<file path="src/include/ssi_defines.svh">
`ifndef SSI_DEFINES_SVH
`define SSI_DEFINES_SVH
// Register indexes; the byte address on the bus is four times the index.
`define SSI_IDX_FLAGS 8'h0c
`define SSI_IDX_BUF 8'h13
`define SSI_IDX_CTRL 8'h14
`define SSI_IDX_ENABLES 8'h8c
`define SSI_IDX_STATUS 8'h94
`define SSI_IDX_DIR 8'h86
`define SSI_IDX_OWNADDR 8'h93
// Reset values.
`define SSI_RST_CTRL 8'h00
`define SSI_RST_STATUS 8'h00
`define SSI_RST_FLAGS 8'h00
`define SSI_RST_ENABLES 8'h00
`define SSI_RST_DIR 8'hff
`define SSI_RST_OWNADDR 8'h00
// Control register fields.
`define SSI_CTRL_COLL 7
`define SSI_CTRL_OV 6
`define SSI_CTRL_EN 5
`define SSI_CTRL_CKP 4
// Status register fields.
`define SSI_ST_DA 5
`define SSI_ST_P 4
`define SSI_ST_S 3
`define SSI_ST_RW 2
`define SSI_ST_ADDR_UPD 1
`define SSI_ST_FULL 0
// Interrupt flag position and direction bits of the bus pins.
`define SSI_FLAG_SERIAL 3
`define SSI_DIR_SDA 1
`define SSI_DIR_DOUT 2
`define SSI_DIR_SCL 4
// Mode codes.
`define SSI_MODE_SPI_CS 4'h4
`define SSI_MODE_I2C7 4'h6
`define SSI_MODE_I2C10 4'h7
`define SSI_MODE_FWM 4'hb
`define SSI_MODE_I2C7_SP 4'he
`define SSI_MODE_I2C10_SP 4'hf
// Ten-bit address header pattern.
`define SSI_TEN_HDR 5'h1e
`endif

</file>
<file path="src/include/ssi_pkg.sv">
package ssi_pkg;
	// Phase of the slave engine, one-hot.
	typedef enum logic [3:0] {
		ph_idle = 4'b0001,
		ph_addr = 4'b0010,
		ph_rx = 4'b0100,
		ph_tx = 4'b1000
	} ssi_phase_e;
endpackage : ssi_pkg

</file>
<file path="src/hw/ssi_i2c_slave.sv">
`timescale 1ns/100ps
`include "ssi_defines.svh"
module ssi_i2c_slave (
	input wire logic clk,
	input wire logic reset,
	input wire logic [9:0] address,
	input wire logic read,
	input wire logic write,
	input wire logic [3:0] byteenable,
	input wire logic [31:0] writedata,
	output logic [31:0] readdata,
	output logic waitrequest,
	output logic irq,
	input wire logic scl_in,
	output logic scl_out,
	output logic scl_oe_n,
	input wire logic sda_in,
	output logic sda_out,
	output logic sda_oe_n,
	input wire logic cs_pin,
	output logic [7:0] port_dir
);
	// Synchroniser stages and the previous sampled level of each bus pin.
	logic scl_s1_r, scl_s2_r, scl_q_r;
	logic sda_s1_r, sda_s2_r, sda_q_r;
	logic cs_s1_r, cs_s2_r;
	// Software visible registers.
	logic [7:0] ctrl_r, status_r, flags_r, enables_r, dir_r, own_addr_r, buf_r;
	// Engine state; the shift register is internal only.
	ssi_pkg::ssi_phase_e phase_r;
	logic [3:0] cnt_r;
	logic [7:0] shift_register;
	logic ack_drv_r, stage2_r, matched10_r, hit_r, nack_r;
	// Bus slave state.
	logic ack_r;
	logic [31:0] readdata_r;

	// Two flip-flops per pin, then a third on clock and data only for edge finding.
	always_ff @(posedge clk or posedge reset) begin
		if (reset) begin
			scl_s1_r <= 1'b1;
			scl_s2_r <= 1'b1;
			scl_q_r <= 1'b1;
			sda_s1_r <= 1'b1;
			sda_s2_r <= 1'b1;
			sda_q_r <= 1'b1;
			cs_s1_r <= 1'b1;
			cs_s2_r <= 1'b1;
		end else begin
			scl_s1_r <= scl_in;
			scl_s2_r <= scl_s1_r;
			scl_q_r <= scl_s2_r;
			sda_s1_r <= sda_in;
			sda_s2_r <= sda_s1_r;
			sda_q_r <= sda_s2_r;
			cs_s1_r <= cs_pin;
			cs_s2_r <= cs_s1_r;
		end
	end

	// Edges of the clock line and bus conditions.
	wire scl_rise = scl_s2_r & ~scl_q_r;
	wire scl_fall = ~scl_s2_r & scl_q_r;
	wire start_det = scl_s2_r & scl_q_r & sda_q_r & ~sda_s2_r;
	wire stop_det = scl_s2_r & scl_q_r & ~sda_q_r & sda_s2_r;

	// Mode decode.
	wire [3:0] mode = ctrl_r[3:0];
	wire en = ctrl_r[`SSI_CTRL_EN];
	wire ckp = ctrl_r[`SSI_CTRL_CKP];
	wire is_i2c = (mode == `SSI_MODE_I2C7) | (mode == `SSI_MODE_I2C10) |
		(mode == `SSI_MODE_FWM) | (mode == `SSI_MODE_I2C7_SP) | (mode == `SSI_MODE_I2C10_SP);
	wire i2c_on = en & is_i2c;
	wire slave_on = i2c_on & (mode != `SSI_MODE_FWM);
	wire sp_irq_on = i2c_on & mode[3];
	wire ten = mode[0];
	wire spi_cs_hi = en & (mode == `SSI_MODE_SPI_CS) & cs_s2_r;
	wire buf_full = status_r[`SSI_ST_FULL];
	wire ov = ctrl_r[`SSI_CTRL_OV];

	// Avalon slave: one wait cycle, answer on the second edge.
	assign waitrequest = (read | write) & ~ack_r;
	wire rd_take = read & ack_r;
	wire wr_take = write & ack_r & byteenable[0];
	wire hit_flags = address == {`SSI_IDX_FLAGS, 2'b00};
	wire hit_buf = address == {`SSI_IDX_BUF, 2'b00};
	wire hit_ctrl = address == {`SSI_IDX_CTRL, 2'b00};
	wire hit_en = address == {`SSI_IDX_ENABLES, 2'b00};
	wire hit_st = address == {`SSI_IDX_STATUS, 2'b00};
	wire hit_dir = address == {`SSI_IDX_DIR, 2'b00};
	wire hit_oa = address == {`SSI_IDX_OWNADDR, 2'b00};

	// Address match: seven bit, or the two steps of ten bit addressing.
	logic match;
	always_comb begin
		if (!ten)
			match = shift_register[7:1] == own_addr_r[7:1];
		else if (stage2_r)
			match = shift_register == own_addr_r;
		else
			match = (shift_register[7:3] == `SSI_TEN_HDR) &
				(shift_register[7:1] == own_addr_r[7:1]) &
				(~shift_register[0] | matched10_r);
	end

	// Byte decision on the falling edge of the eighth clock pulse.
	wire fall8 = scl_fall & (cnt_r == 4'h8) &
		((phase_r == ssi_pkg::ph_addr) | (phase_r == ssi_pkg::ph_rx));
	wire fall9 = scl_fall & (cnt_r == 4'h9);
	wire accept = fall8 & ((phase_r == ssi_pkg::ph_rx) | match);
	wire load_ev = accept & ~buf_full & ~ov;
	wire ov_ev = accept & (buf_full | ov) & (phase_r == ssi_pkg::ph_rx);
	wire tx_load = wr_take & hit_buf & (phase_r == ssi_pkg::ph_tx) & (cnt_r == 4'h0);
	wire write_collision_flag_ev = wr_take & hit_buf & (phase_r == ssi_pkg::ph_tx) & (cnt_r != 4'h0);
	wire if_ev = (fall9 & hit_r) | ((start_det | stop_det) & sp_irq_on);

	// Slave engine: bit count, shifting, acknowledge and phase.
	always_ff @(posedge clk or posedge reset) begin
		if (reset) begin
			phase_r <= ssi_pkg::ph_idle;
			cnt_r <= 4'h0;
			shift_register <= 8'h00;
			ack_drv_r <= 1'b0;
			stage2_r <= 1'b0;
			matched10_r <= 1'b0;
			hit_r <= 1'b0;
			nack_r <= 1'b0;
		end else if (!slave_on || spi_cs_hi) begin
			// Disabled, or chip-select high: all serial logic held cleared.
			phase_r <= ssi_pkg::ph_idle;
			cnt_r <= 4'h0;
			shift_register <= 8'h00;
			ack_drv_r <= 1'b0;
			stage2_r <= 1'b0;
			matched10_r <= 1'b0;
			hit_r <= 1'b0;
			nack_r <= 1'b0;
		end else if (stop_det) begin
			// Stop ends any transfer.
			phase_r <= ssi_pkg::ph_idle;
			ack_drv_r <= 1'b0;
			matched10_r <= 1'b0;
			hit_r <= 1'b0;
		end else if (start_det) begin
			// Start or repeated start: receive an address byte.
			phase_r <= ssi_pkg::ph_addr;
			cnt_r <= 4'h0;
			stage2_r <= 1'b0;
			ack_drv_r <= 1'b0;
			hit_r <= 1'b0;
		end else if (tx_load) begin
			// Buffer write while stretched loads the outgoing byte.
			shift_register <= writedata[7:0];
		end else if (scl_rise && phase_r != ssi_pkg::ph_idle) begin
			if (cnt_r < 4'h8) begin
				if (phase_r != ssi_pkg::ph_tx)
					shift_register <= {shift_register[6:0], sda_s2_r};
				cnt_r <= cnt_r + 4'h1;
			end else if (cnt_r == 4'h8) begin
				// Ninth pulse: a transmitter latches the master's answer.
				nack_r <= sda_s2_r;
				hit_r <= hit_r | (phase_r == ssi_pkg::ph_tx);
				cnt_r <= 4'h9;
			end
		end else if (scl_fall && phase_r != ssi_pkg::ph_idle) begin
			if (fall8) begin
				ack_drv_r <= load_ev;
				hit_r <= accept;
				if (!accept)
					phase_r <= ssi_pkg::ph_idle;
			end else if (fall9) begin
				ack_drv_r <= 1'b0;
				cnt_r <= 4'h0;
				hit_r <= 1'b0;
				case (phase_r)
					ssi_pkg::ph_addr: begin
						if (ten && !stage2_r && !shift_register[0])
							stage2_r <= 1'b1;
						else if (shift_register[0])
							phase_r <= ssi_pkg::ph_tx;
						else begin
							matched10_r <= ten;
							phase_r <= ssi_pkg::ph_rx;
						end
					end
					ssi_pkg::ph_rx: phase_r <= ssi_pkg::ph_rx;
					ssi_pkg::ph_tx: begin
						if (nack_r)
							phase_r <= ssi_pkg::ph_idle;
					end
					default: phase_r <= ssi_pkg::ph_idle;
				endcase
			end else if (phase_r == ssi_pkg::ph_tx && cnt_r != 4'h0 && cnt_r < 4'h9) begin
				// Next outgoing bit after each fall; ones behind it free the line for the ack.
				shift_register <= {shift_register[6:0], 1'b1};
			end
		end
	end

	// Control register: software fields plus collision, overflow, clock hold.
	always_ff @(posedge clk or posedge reset) begin
		if (reset) begin
			ctrl_r <= `SSI_RST_CTRL;
		end else begin
			if (wr_take && hit_ctrl)
				ctrl_r <= writedata[7:0];
			if (ov_ev)
				ctrl_r[`SSI_CTRL_OV] <= 1'b1;
			if (write_collision_flag_ev)
				ctrl_r[`SSI_CTRL_COLL] <= 1'b1;
			// A transmitter stretches the clock until software releases it.
			if (fall9 && ((phase_r == ssi_pkg::ph_addr && shift_register[0] &&
				(!ten || stage2_r || matched10_r)) ||
				(phase_r == ssi_pkg::ph_tx && !nack_r)))
				ctrl_r[`SSI_CTRL_CKP] <= 1'b0;
		end
	end

	// Status register: hardware bits, with edge and sample bits writable.
	always_ff @(posedge clk or posedge reset) begin
		if (reset) begin
			status_r <= `SSI_RST_STATUS;
		end else begin
			if (wr_take && hit_st)
				status_r[7:6] <= writedata[7:6];
			if (!en) begin
				status_r[`SSI_ST_S] <= 1'b0;
				status_r[`SSI_ST_P] <= 1'b0;
			end else if (start_det) begin
				status_r[`SSI_ST_S] <= 1'b1;
				status_r[`SSI_ST_P] <= 1'b0;
			end else if (stop_det) begin
				status_r[`SSI_ST_S] <= 1'b0;
				status_r[`SSI_ST_P] <= 1'b1;
			end
			if (wr_take && hit_oa)
				status_r[`SSI_ST_ADDR_UPD] <= 1'b0;
			if (accept && phase_r == ssi_pkg::ph_addr) begin
				status_r[`SSI_ST_DA] <= 1'b0;
				status_r[`SSI_ST_RW] <= shift_register[0];
				if (ten && !matched10_r)
					status_r[`SSI_ST_ADDR_UPD] <= 1'b1;
			end else if (accept)
				status_r[`SSI_ST_DA] <= 1'b1;
			// Full clears on a buffer read; a new load wins.
			if (rd_take && hit_buf)
				status_r[`SSI_ST_FULL] <= 1'b0;
			if (load_ev)
				status_r[`SSI_ST_FULL] <= 1'b1;
		end
	end

	// Receive buffer: loaded from the shift register or by software.
	always_ff @(posedge clk or posedge reset) begin
		if (reset)
			buf_r <= 8'h00;
		else if (load_ev)
			buf_r <= shift_register;
		else if (wr_take && hit_buf && !write_collision_flag_ev)
			buf_r <= writedata[7:0];
	end

	// Own address, pin directions and interrupt enables.
	always_ff @(posedge clk or posedge reset) begin
		if (reset) begin
			own_addr_r <= `SSI_RST_OWNADDR;
			dir_r <= `SSI_RST_DIR;
			enables_r <= `SSI_RST_ENABLES;
		end else begin
			if (wr_take && hit_oa)
				own_addr_r <= writedata[7:0];
			if (wr_take && hit_dir)
				dir_r <= writedata[7:0];
			if (wr_take && hit_en)
				enables_r <= writedata[7:0];
		end
	end

	// Interrupt flags: sticky, cleared by reading, an event wins the clear.
	always_ff @(posedge clk or posedge reset) begin
		if (reset)
			flags_r <= `SSI_RST_FLAGS;
		else if (if_ev)
			flags_r[`SSI_FLAG_SERIAL] <= 1'b1;
		else if (rd_take && hit_flags)
			flags_r <= 8'h00;
	end

	assign irq = |(flags_r & enables_r);

	// Direction readback: chip-select high shows data-out as input.
	wire [7:0] dir_view = dir_r | {5'h00, spi_cs_hi, 2'b00};
	assign port_dir = dir_view;

	// Read data captured in the wait cycle.
	logic [7:0] rd_mux;
	always_comb begin
		rd_mux = 8'h00;
		if (hit_flags)
			rd_mux = flags_r;
		else if (hit_buf)
			rd_mux = buf_r;
		else if (hit_ctrl)
			rd_mux = ctrl_r;
		else if (hit_en)
			rd_mux = enables_r;
		else if (hit_st)
			rd_mux = status_r;
		else if (hit_dir)
			rd_mux = dir_view;
		else if (hit_oa)
			rd_mux = own_addr_r;
	end

	// Bus acknowledge and read data.
	always_ff @(posedge clk or posedge reset) begin
		if (reset) begin
			ack_r <= 1'b0;
			readdata_r <= 32'h0000_0000;
		end else begin
			ack_r <= (read | write) & ~ack_r;
			if (read && !ack_r)
				readdata_r <= {24'h00_0000, rd_mux};
		end
	end

	assign readdata = readdata_r;

	// Open-drain pin drive, only with both directions set to input.
	wire pins_ok = i2c_on & dir_r[`SSI_DIR_SDA] & dir_r[`SSI_DIR_SCL];
	// Transmit data changes only after clock falls, so it never moves while the clock is high.
	wire sda_low = ack_drv_r | ((phase_r == ssi_pkg::ph_tx) & ~shift_register[7]);
	wire scl_low = (phase_r == ssi_pkg::ph_tx) & ~ckp & (cnt_r == 4'h0);
	always_ff @(posedge clk or posedge reset) begin
		if (reset) begin
			sda_oe_n <= 1'b1;
			scl_oe_n <= 1'b1;
		end else begin
			sda_oe_n <= ~(pins_ok & sda_low);
			scl_oe_n <= ~(pins_ok & scl_low);
		end
	end

	assign sda_out = 1'b0;
	assign scl_out = 1'b0;
endmodule : ssi_i2c_slave

</file>
<file path="config.mk">
export PLATFORM = sky130hd
export DESIGN_NAME = ssi_i2c_slave
export DESIGN_NICKNAME = d
export VERILOG_FILES = /design/src/include/ssi_pkg.sv /design/src/hw/ssi_i2c_slave.sv
export VERILOG_INCLUDE_DIRS = /design/src /design/src/include
export SDC_FILE = /design/constraint.sdc
export NUM_CORES = 1
export LEC_CHECK = 0
export ABC_AREA = 1
export ABC_CLOCK_PERIOD_IN_PS = 3530
export BUFFER_PORTS_ARGS = -buffer_cell sky130_fd_sc_hd__buf_2
export CAP_MARGIN = 15
export CORE_ASPECT_RATIO = 1.2
export CORE_MARGIN = 10
export CORE_UTILIZATION = 50
export DETAILED_ROUTE_END_ITERATION = 10
export PLACE_DENSITY = 0.73
export SYNTH_ARGS = -nofsm -noshare
export SYNTH_HDL_FRONTEND = slang
export SYNTH_SLANG_ARGS = --single-unit
</file>
<file path="constraint.sdc">
create_clock -name clk -period 3.53 [get_ports clk]
set_input_delay 1.059 -clock clk [delete_from_list [all_inputs] [get_ports clk]]
set_output_delay 1.059 -clock clk [all_outputs]
set_load 0.01 [all_outputs]
</file>
== Yosys cells after proc, flatten, opt, wreduce, memory -nomap -nowiden ==
Cells that the tools add are included.

* Word-level logic and storage cells: 330
* Bits in registers: 89
* Output and inout port bits: 46
* Input port bits: 53

* Add/subtract/negate cells: 1
* Mux-type cells: 106
* Bitwise gates (word level): 66
* $lt $le $gt $ge: 2
* Reductions and logical operators: 69
* Eq/ne operators: 51

{| class="wikitable"
|+ Operator list
! cell !! number
|-
| $mux W8 || 21
|-
| $mux W4 || 23
|-
| $mux W1 || 58
|-
| $eq A10 B10 Y1 const B || 4
|-
| $and A1 B1 Y1 || 39
|-
| $eq A4 B4 Y1 const B || 6
|-
| $reduce_bool A4 Y1 || 6
|-
| $logic_and A1 B1 Y1 || 22
|-
| $reduce_bool A3 Y1 || 7
|-
| $eq A10 B7 Y1 const B || 2
|-
| $reduce_bool A2 Y1 || 9
|-
| $eq A4 B3 Y1 const B || 4
|-
| $reduce_and A8 Y1 || 2
|-
| $or A1 B1 Y1 || 13
|-
| $ne A3 B2 Y1 const B || 4
|-
| $ne A4 B1 Y1 const B || 3
|-
| $ne A4 B3 Y1 const B || 3
|-
| $ne A4 B4 Y1 const B || 3
|-
| $ne A6 B6 Y1 const B || 2
|-
| $not A1 Y1 || 12
|-
| $pmux W4 S3 || 1
|-
| $reduce_and A6 Y1 || 2
|-
| $eq A10 B6 Y1 const B || 1
|-
| $ne A5 B4 Y1 const B || 2
|-
| 25 further kinds || 46
|}

== Depth between registers and ports, before layout ==
* Depth in word-level cells: 16
* Gate-level depth with buffers: 12
* Depth with buffers taken out: 12

== Worst setup path after synthesis ==
No wires, ideal clock.

* Kind: input-to-output
* Start: input write
* End: output waitrequest
* Buffers on the path: 0
* Required time: 2.471 ns
* Slack: 1.203 ns
* Stages: 2
* Arrival: 1.268 ns
* Cell sequence: nor2_1 -> nor2_1

* Cells in the longest elaborated chain, start to end: 2

{| class="wikitable"
|+ Ends and longest elaborated chain
! what !! RTL line !! text
|-
| from (decl) || ssi_i2c_slave.sv:8 || <nowiki>input wire logic write,</nowiki>
|-
| $or A1 B1 Y1 || ssi_i2c_slave.sv:82 || <nowiki>assign waitrequest = (read | write) & ~ack_r;</nowiki>
|-
| $and A1 B1 Y1 || ssi_i2c_slave.sv:82 ||
|-
| to (decl) || ssi_i2c_slave.sv:12 || <nowiki>output logic waitrequest,</nowiki>
|}

Every way passes these cells.

== Worst setup path in the final report ==
* Start: input read
* End: output waitrequest

* Cells in the longest elaborated chain, start to end: 2

{| class="wikitable"
|+ Ends and longest elaborated chain
! what !! RTL line !! text
|-
| from (decl) || ssi_i2c_slave.sv:7 || <nowiki>input wire logic read,</nowiki>
|-
| $or A1 B1 Y1 || ssi_i2c_slave.sv:82 ||
|-
| $and A1 B1 Y1 || ssi_i2c_slave.sv:82 ||
|}

Every way passes these cells.

==> results.md <==
- Die X-Extent: 115.6 um
- # DRC: 0
- First-pass GRT wire length: between 20000 and 25000 um
- Post-Syn Area per Cell: 7.664 um^2
- Critical Path RT: 2.47 ns
- Resized Gates After CTS: 0
- Crit path DAT: 1.46 ns
- Number of max-cap violations: 0
- Max-slew violation count: 0
- FF-to-FF path depth: 9
- Slowest cell on the critical path: buf_2
- Crit path buf inv count: 2
- Gr ovfl total: 0
- Delay-heaviest family, CP: buffers and inverters
- Max stage delay on crit path: 0.15 ns
- P&R area growth vs syn: 8.003%
- ANT cells: 0
- Placed cell area: between 0.005 and 0.006 mm^2
- Final Util: 0.5581
- Register area share after synthesis: 0.4102
- Leak: 3.075 nW
- Routed WL per cell: 16.06 um
- Yosys warnings: 0
- CTS max path bufs: 2
- Multi-input logic area: 0.002671 mm^2
- Initial antenna violation count: 0
- Crit start category: primary input
- Starting Density: 0.5168
- FF+latch count, synth: 89
- Type of the worst setup path: primary input to output port
- Worst Setup End Kind: output port
- Largest net degree at the start of global routing: 43
- Avg Vias per Cell: 5.362
- Via count: 4767
- Non-Filler Instances: 889
- Reg area: about 0.0023 mm^2
- Clk sink count: 89
- Final Instance Area: 0.005927 mm^2
- RSZ-0062 raised after global routing: false
- Die area: 0.01558 mm^2
- # rows: 41
- Clk_skew: between 0.007 and 0.008 ns
- GR Util All Layers: 0.1888
- Hold Vio Cnt, Final: 0
- Final worst-path cycle share: 0.7132
- Crit-path cells: buf_2 > nor2_1 > nor2_1 > buf_2
- DP Cell Count: approximately 870
- DRT Pass-1 Iters: 5
- Crit path setup slack, layout: around 1 ns
- Worst skew pair latency: roughly 0.35 ns
- Slew margin rel.: 0.5340
- Buffer count from post-CTS setup fixing: 0
- CTS HTree Levels: 3
- Final setup viols: 0
- Syn Inst Count: 716
- Fmax: just under 400 MHz
- CTS root buffer: clkbuf_16
- Worst slack at placement: 0.7584 ns
- Drt initial violations: 373
- Detailed placement HPWL: 11350 um
- Synth area leader: dfrtp_1
- Fill cell count: 998
- Synth area leaders: dfrtp_1, nand2_1, dfstp_2, nand3_1, inv_1
- Detailed Route WL: 14280 um
- Hold Slack: about 0.36 ns
- Layout cells sized above 1: 0.2053
- CTS buffer count: 9
- Reg clk slew, reported paths: 0.06 ns
- PortBufs: 45
- CORE AREA: 0.01062 mm^2
- Peak supply drop: 0.2585 mV
- Synth Cell Area: 0.005488 mm^2
- Worst Hold Class: register to register
- WHS Path Cells: 0
- Area share of the largest cell type after synthesis: 0.3192
- Die height: 134.8 um
- Critical path depth: 4
- Pwr Total: 2.581 mW
- Library cells used by synthesis: 44
- Ports: between 90 and 100
- Critical path fanouts, max: 3
- CTS tree: built
- Antenna viol nets, final: 0
- Fin Setup TNS: 0 ns
- Status: complete, no violations
- Final net count: 812
- Worst-Margin Slew: 0.6991 ns
- Vias in the first global route: 4568
- Tmin final: 2.518 ns
- GP Congestion: 0.9436
- Pwr per Cell Area: about 440 mW/mm^2
- Cts hold-fix bufs: 0
-- placed cells by master, fill, tap and decap left out, types with 3 or more instances in the layout --
cell type | synthesis | final
o21ai_2 | 9 | 9
or2_2 | 3 | 3
nand2_1 | 215 | 215
dfstp_2 | 19 | 19
inv_1 | 77 | 76
nand4_1 | 14 | 14
nor2_1 | 53 | 53
ha_1 | 4 | 4
o21ai_0 | 31 | 31
a21oi_1 | 8 | 8
nand2_4 | 6 | 6
buf_2 | 5 | 45
dfrtp_1 | 70 | 70
clkbuf_16 | 0 | 9
clkinv_2 | 2 | 4
conb_1 | 1 | 26
inv_2 | 5 | 5
nor3_1 | 5 | 5
nor2_4 | 7 | 7
nor2_2 | 3 | 3
nand2_2 | 15 | 15
o21ai_1 | 14 | 14
o31ai_1 | 3 | 3
nand3_2 | 11 | 11
nand3_1 | 71 | 71
-- cell usage after synthesis (all sizes together) --
cell type,n
o21ai,54
nor2,65
ha,4
o21bai,1
o211ai,1
conb,1
or2,4
clkinv,2
dfrtp,70
o31ai,3
xor2,1
a31oi,1
nor3,9
nand4,15
xnor2,2
a21oi,11
o311ai,2
a211oi,2
nor3b,1
nand3,84
buf,44
dfstp,19
o21a,1
inv,83
nand2,236
-- report_power, final --
part	internal, mW	switching (mW)
registers	1.11	0.112
logic	0.154	0.298
clock network	0.498	0.410
-- flip-flops by register name (all words and copies together), names as in the netlist, 4 cells and up --
| register | flops |
|---|---|
| enables_r | 8 |
| phase_r | 4 |
| own_addr_r | 8 |
| status_r | 8 |
| buf_r | 8 |
| dir_r | 8 |
| cnt_r | 4 |
| readdata | 8 |
| ctrl_r | 8 |
| shift_register | 8 |
-- layout make-up --
type,count,share of cell area
Tap cell,129,0.02723
Timing Repair Buffer,47,0.04053
Sequential cell,89,0.3798
Clock inverter,4,0.004855
Inverter,85,0.05531
Clock buffer,12,0.04159
Multi-Input combinational cell,523,0.4507
-- metal layers --
layer | up-vias | track usage | wire length [um]
met4 | 0 | 0.06755 | 304
li1 | 2307 | - | -
met3 | 24 | 0.04477 | 1068
met1 | 2260 | 0.2161 | 5490
met5 | - | 0 | 0
met2 | 176 | 0.3330 | 7416
-- kinds of logic (layout without fill, tap and decap cells) --
| logic type | after synthesis | in the layout | share of synthesized area |
|---|---|---|---|
| DFF | 89 | 89 | 0.4102 |
| adders and majority gates | 4 | 4 | 0.009120 |
| buffers and inverters | 129 | 148 | 0.1202 |
| and+or+nand+nor | 414 | 414 | 0.3710 |
| AOI/OAI and AO/OA | 76 | 76 | 0.08414 |
| xor gates and xnor gates | 3 | 3 | 0.004789 |
| other | 1 | 26 | 0.0006833 |
-- path summary, 6_finish.rpt --
| kind | startpoint | end | slack (ns) |
|---|---|---|---|
| worst max-delay path | read | waitrequest | 1.01 |
| worst min-delay path | sda_s1_r | sda_s2_r | 0.36 |
| worst max register to register | cnt_r[0] | cnt_r[2] | 1.38 |
| worst min register to register | sda_s1_r | sda_s2_r | 0.36 |
| max in group asynchronous | reset | stage2_r | 1.93 |
| min in group asynchronous | reset | ctrl_r[3] | 0.79 |
Power figures use the tool's default switching activity.
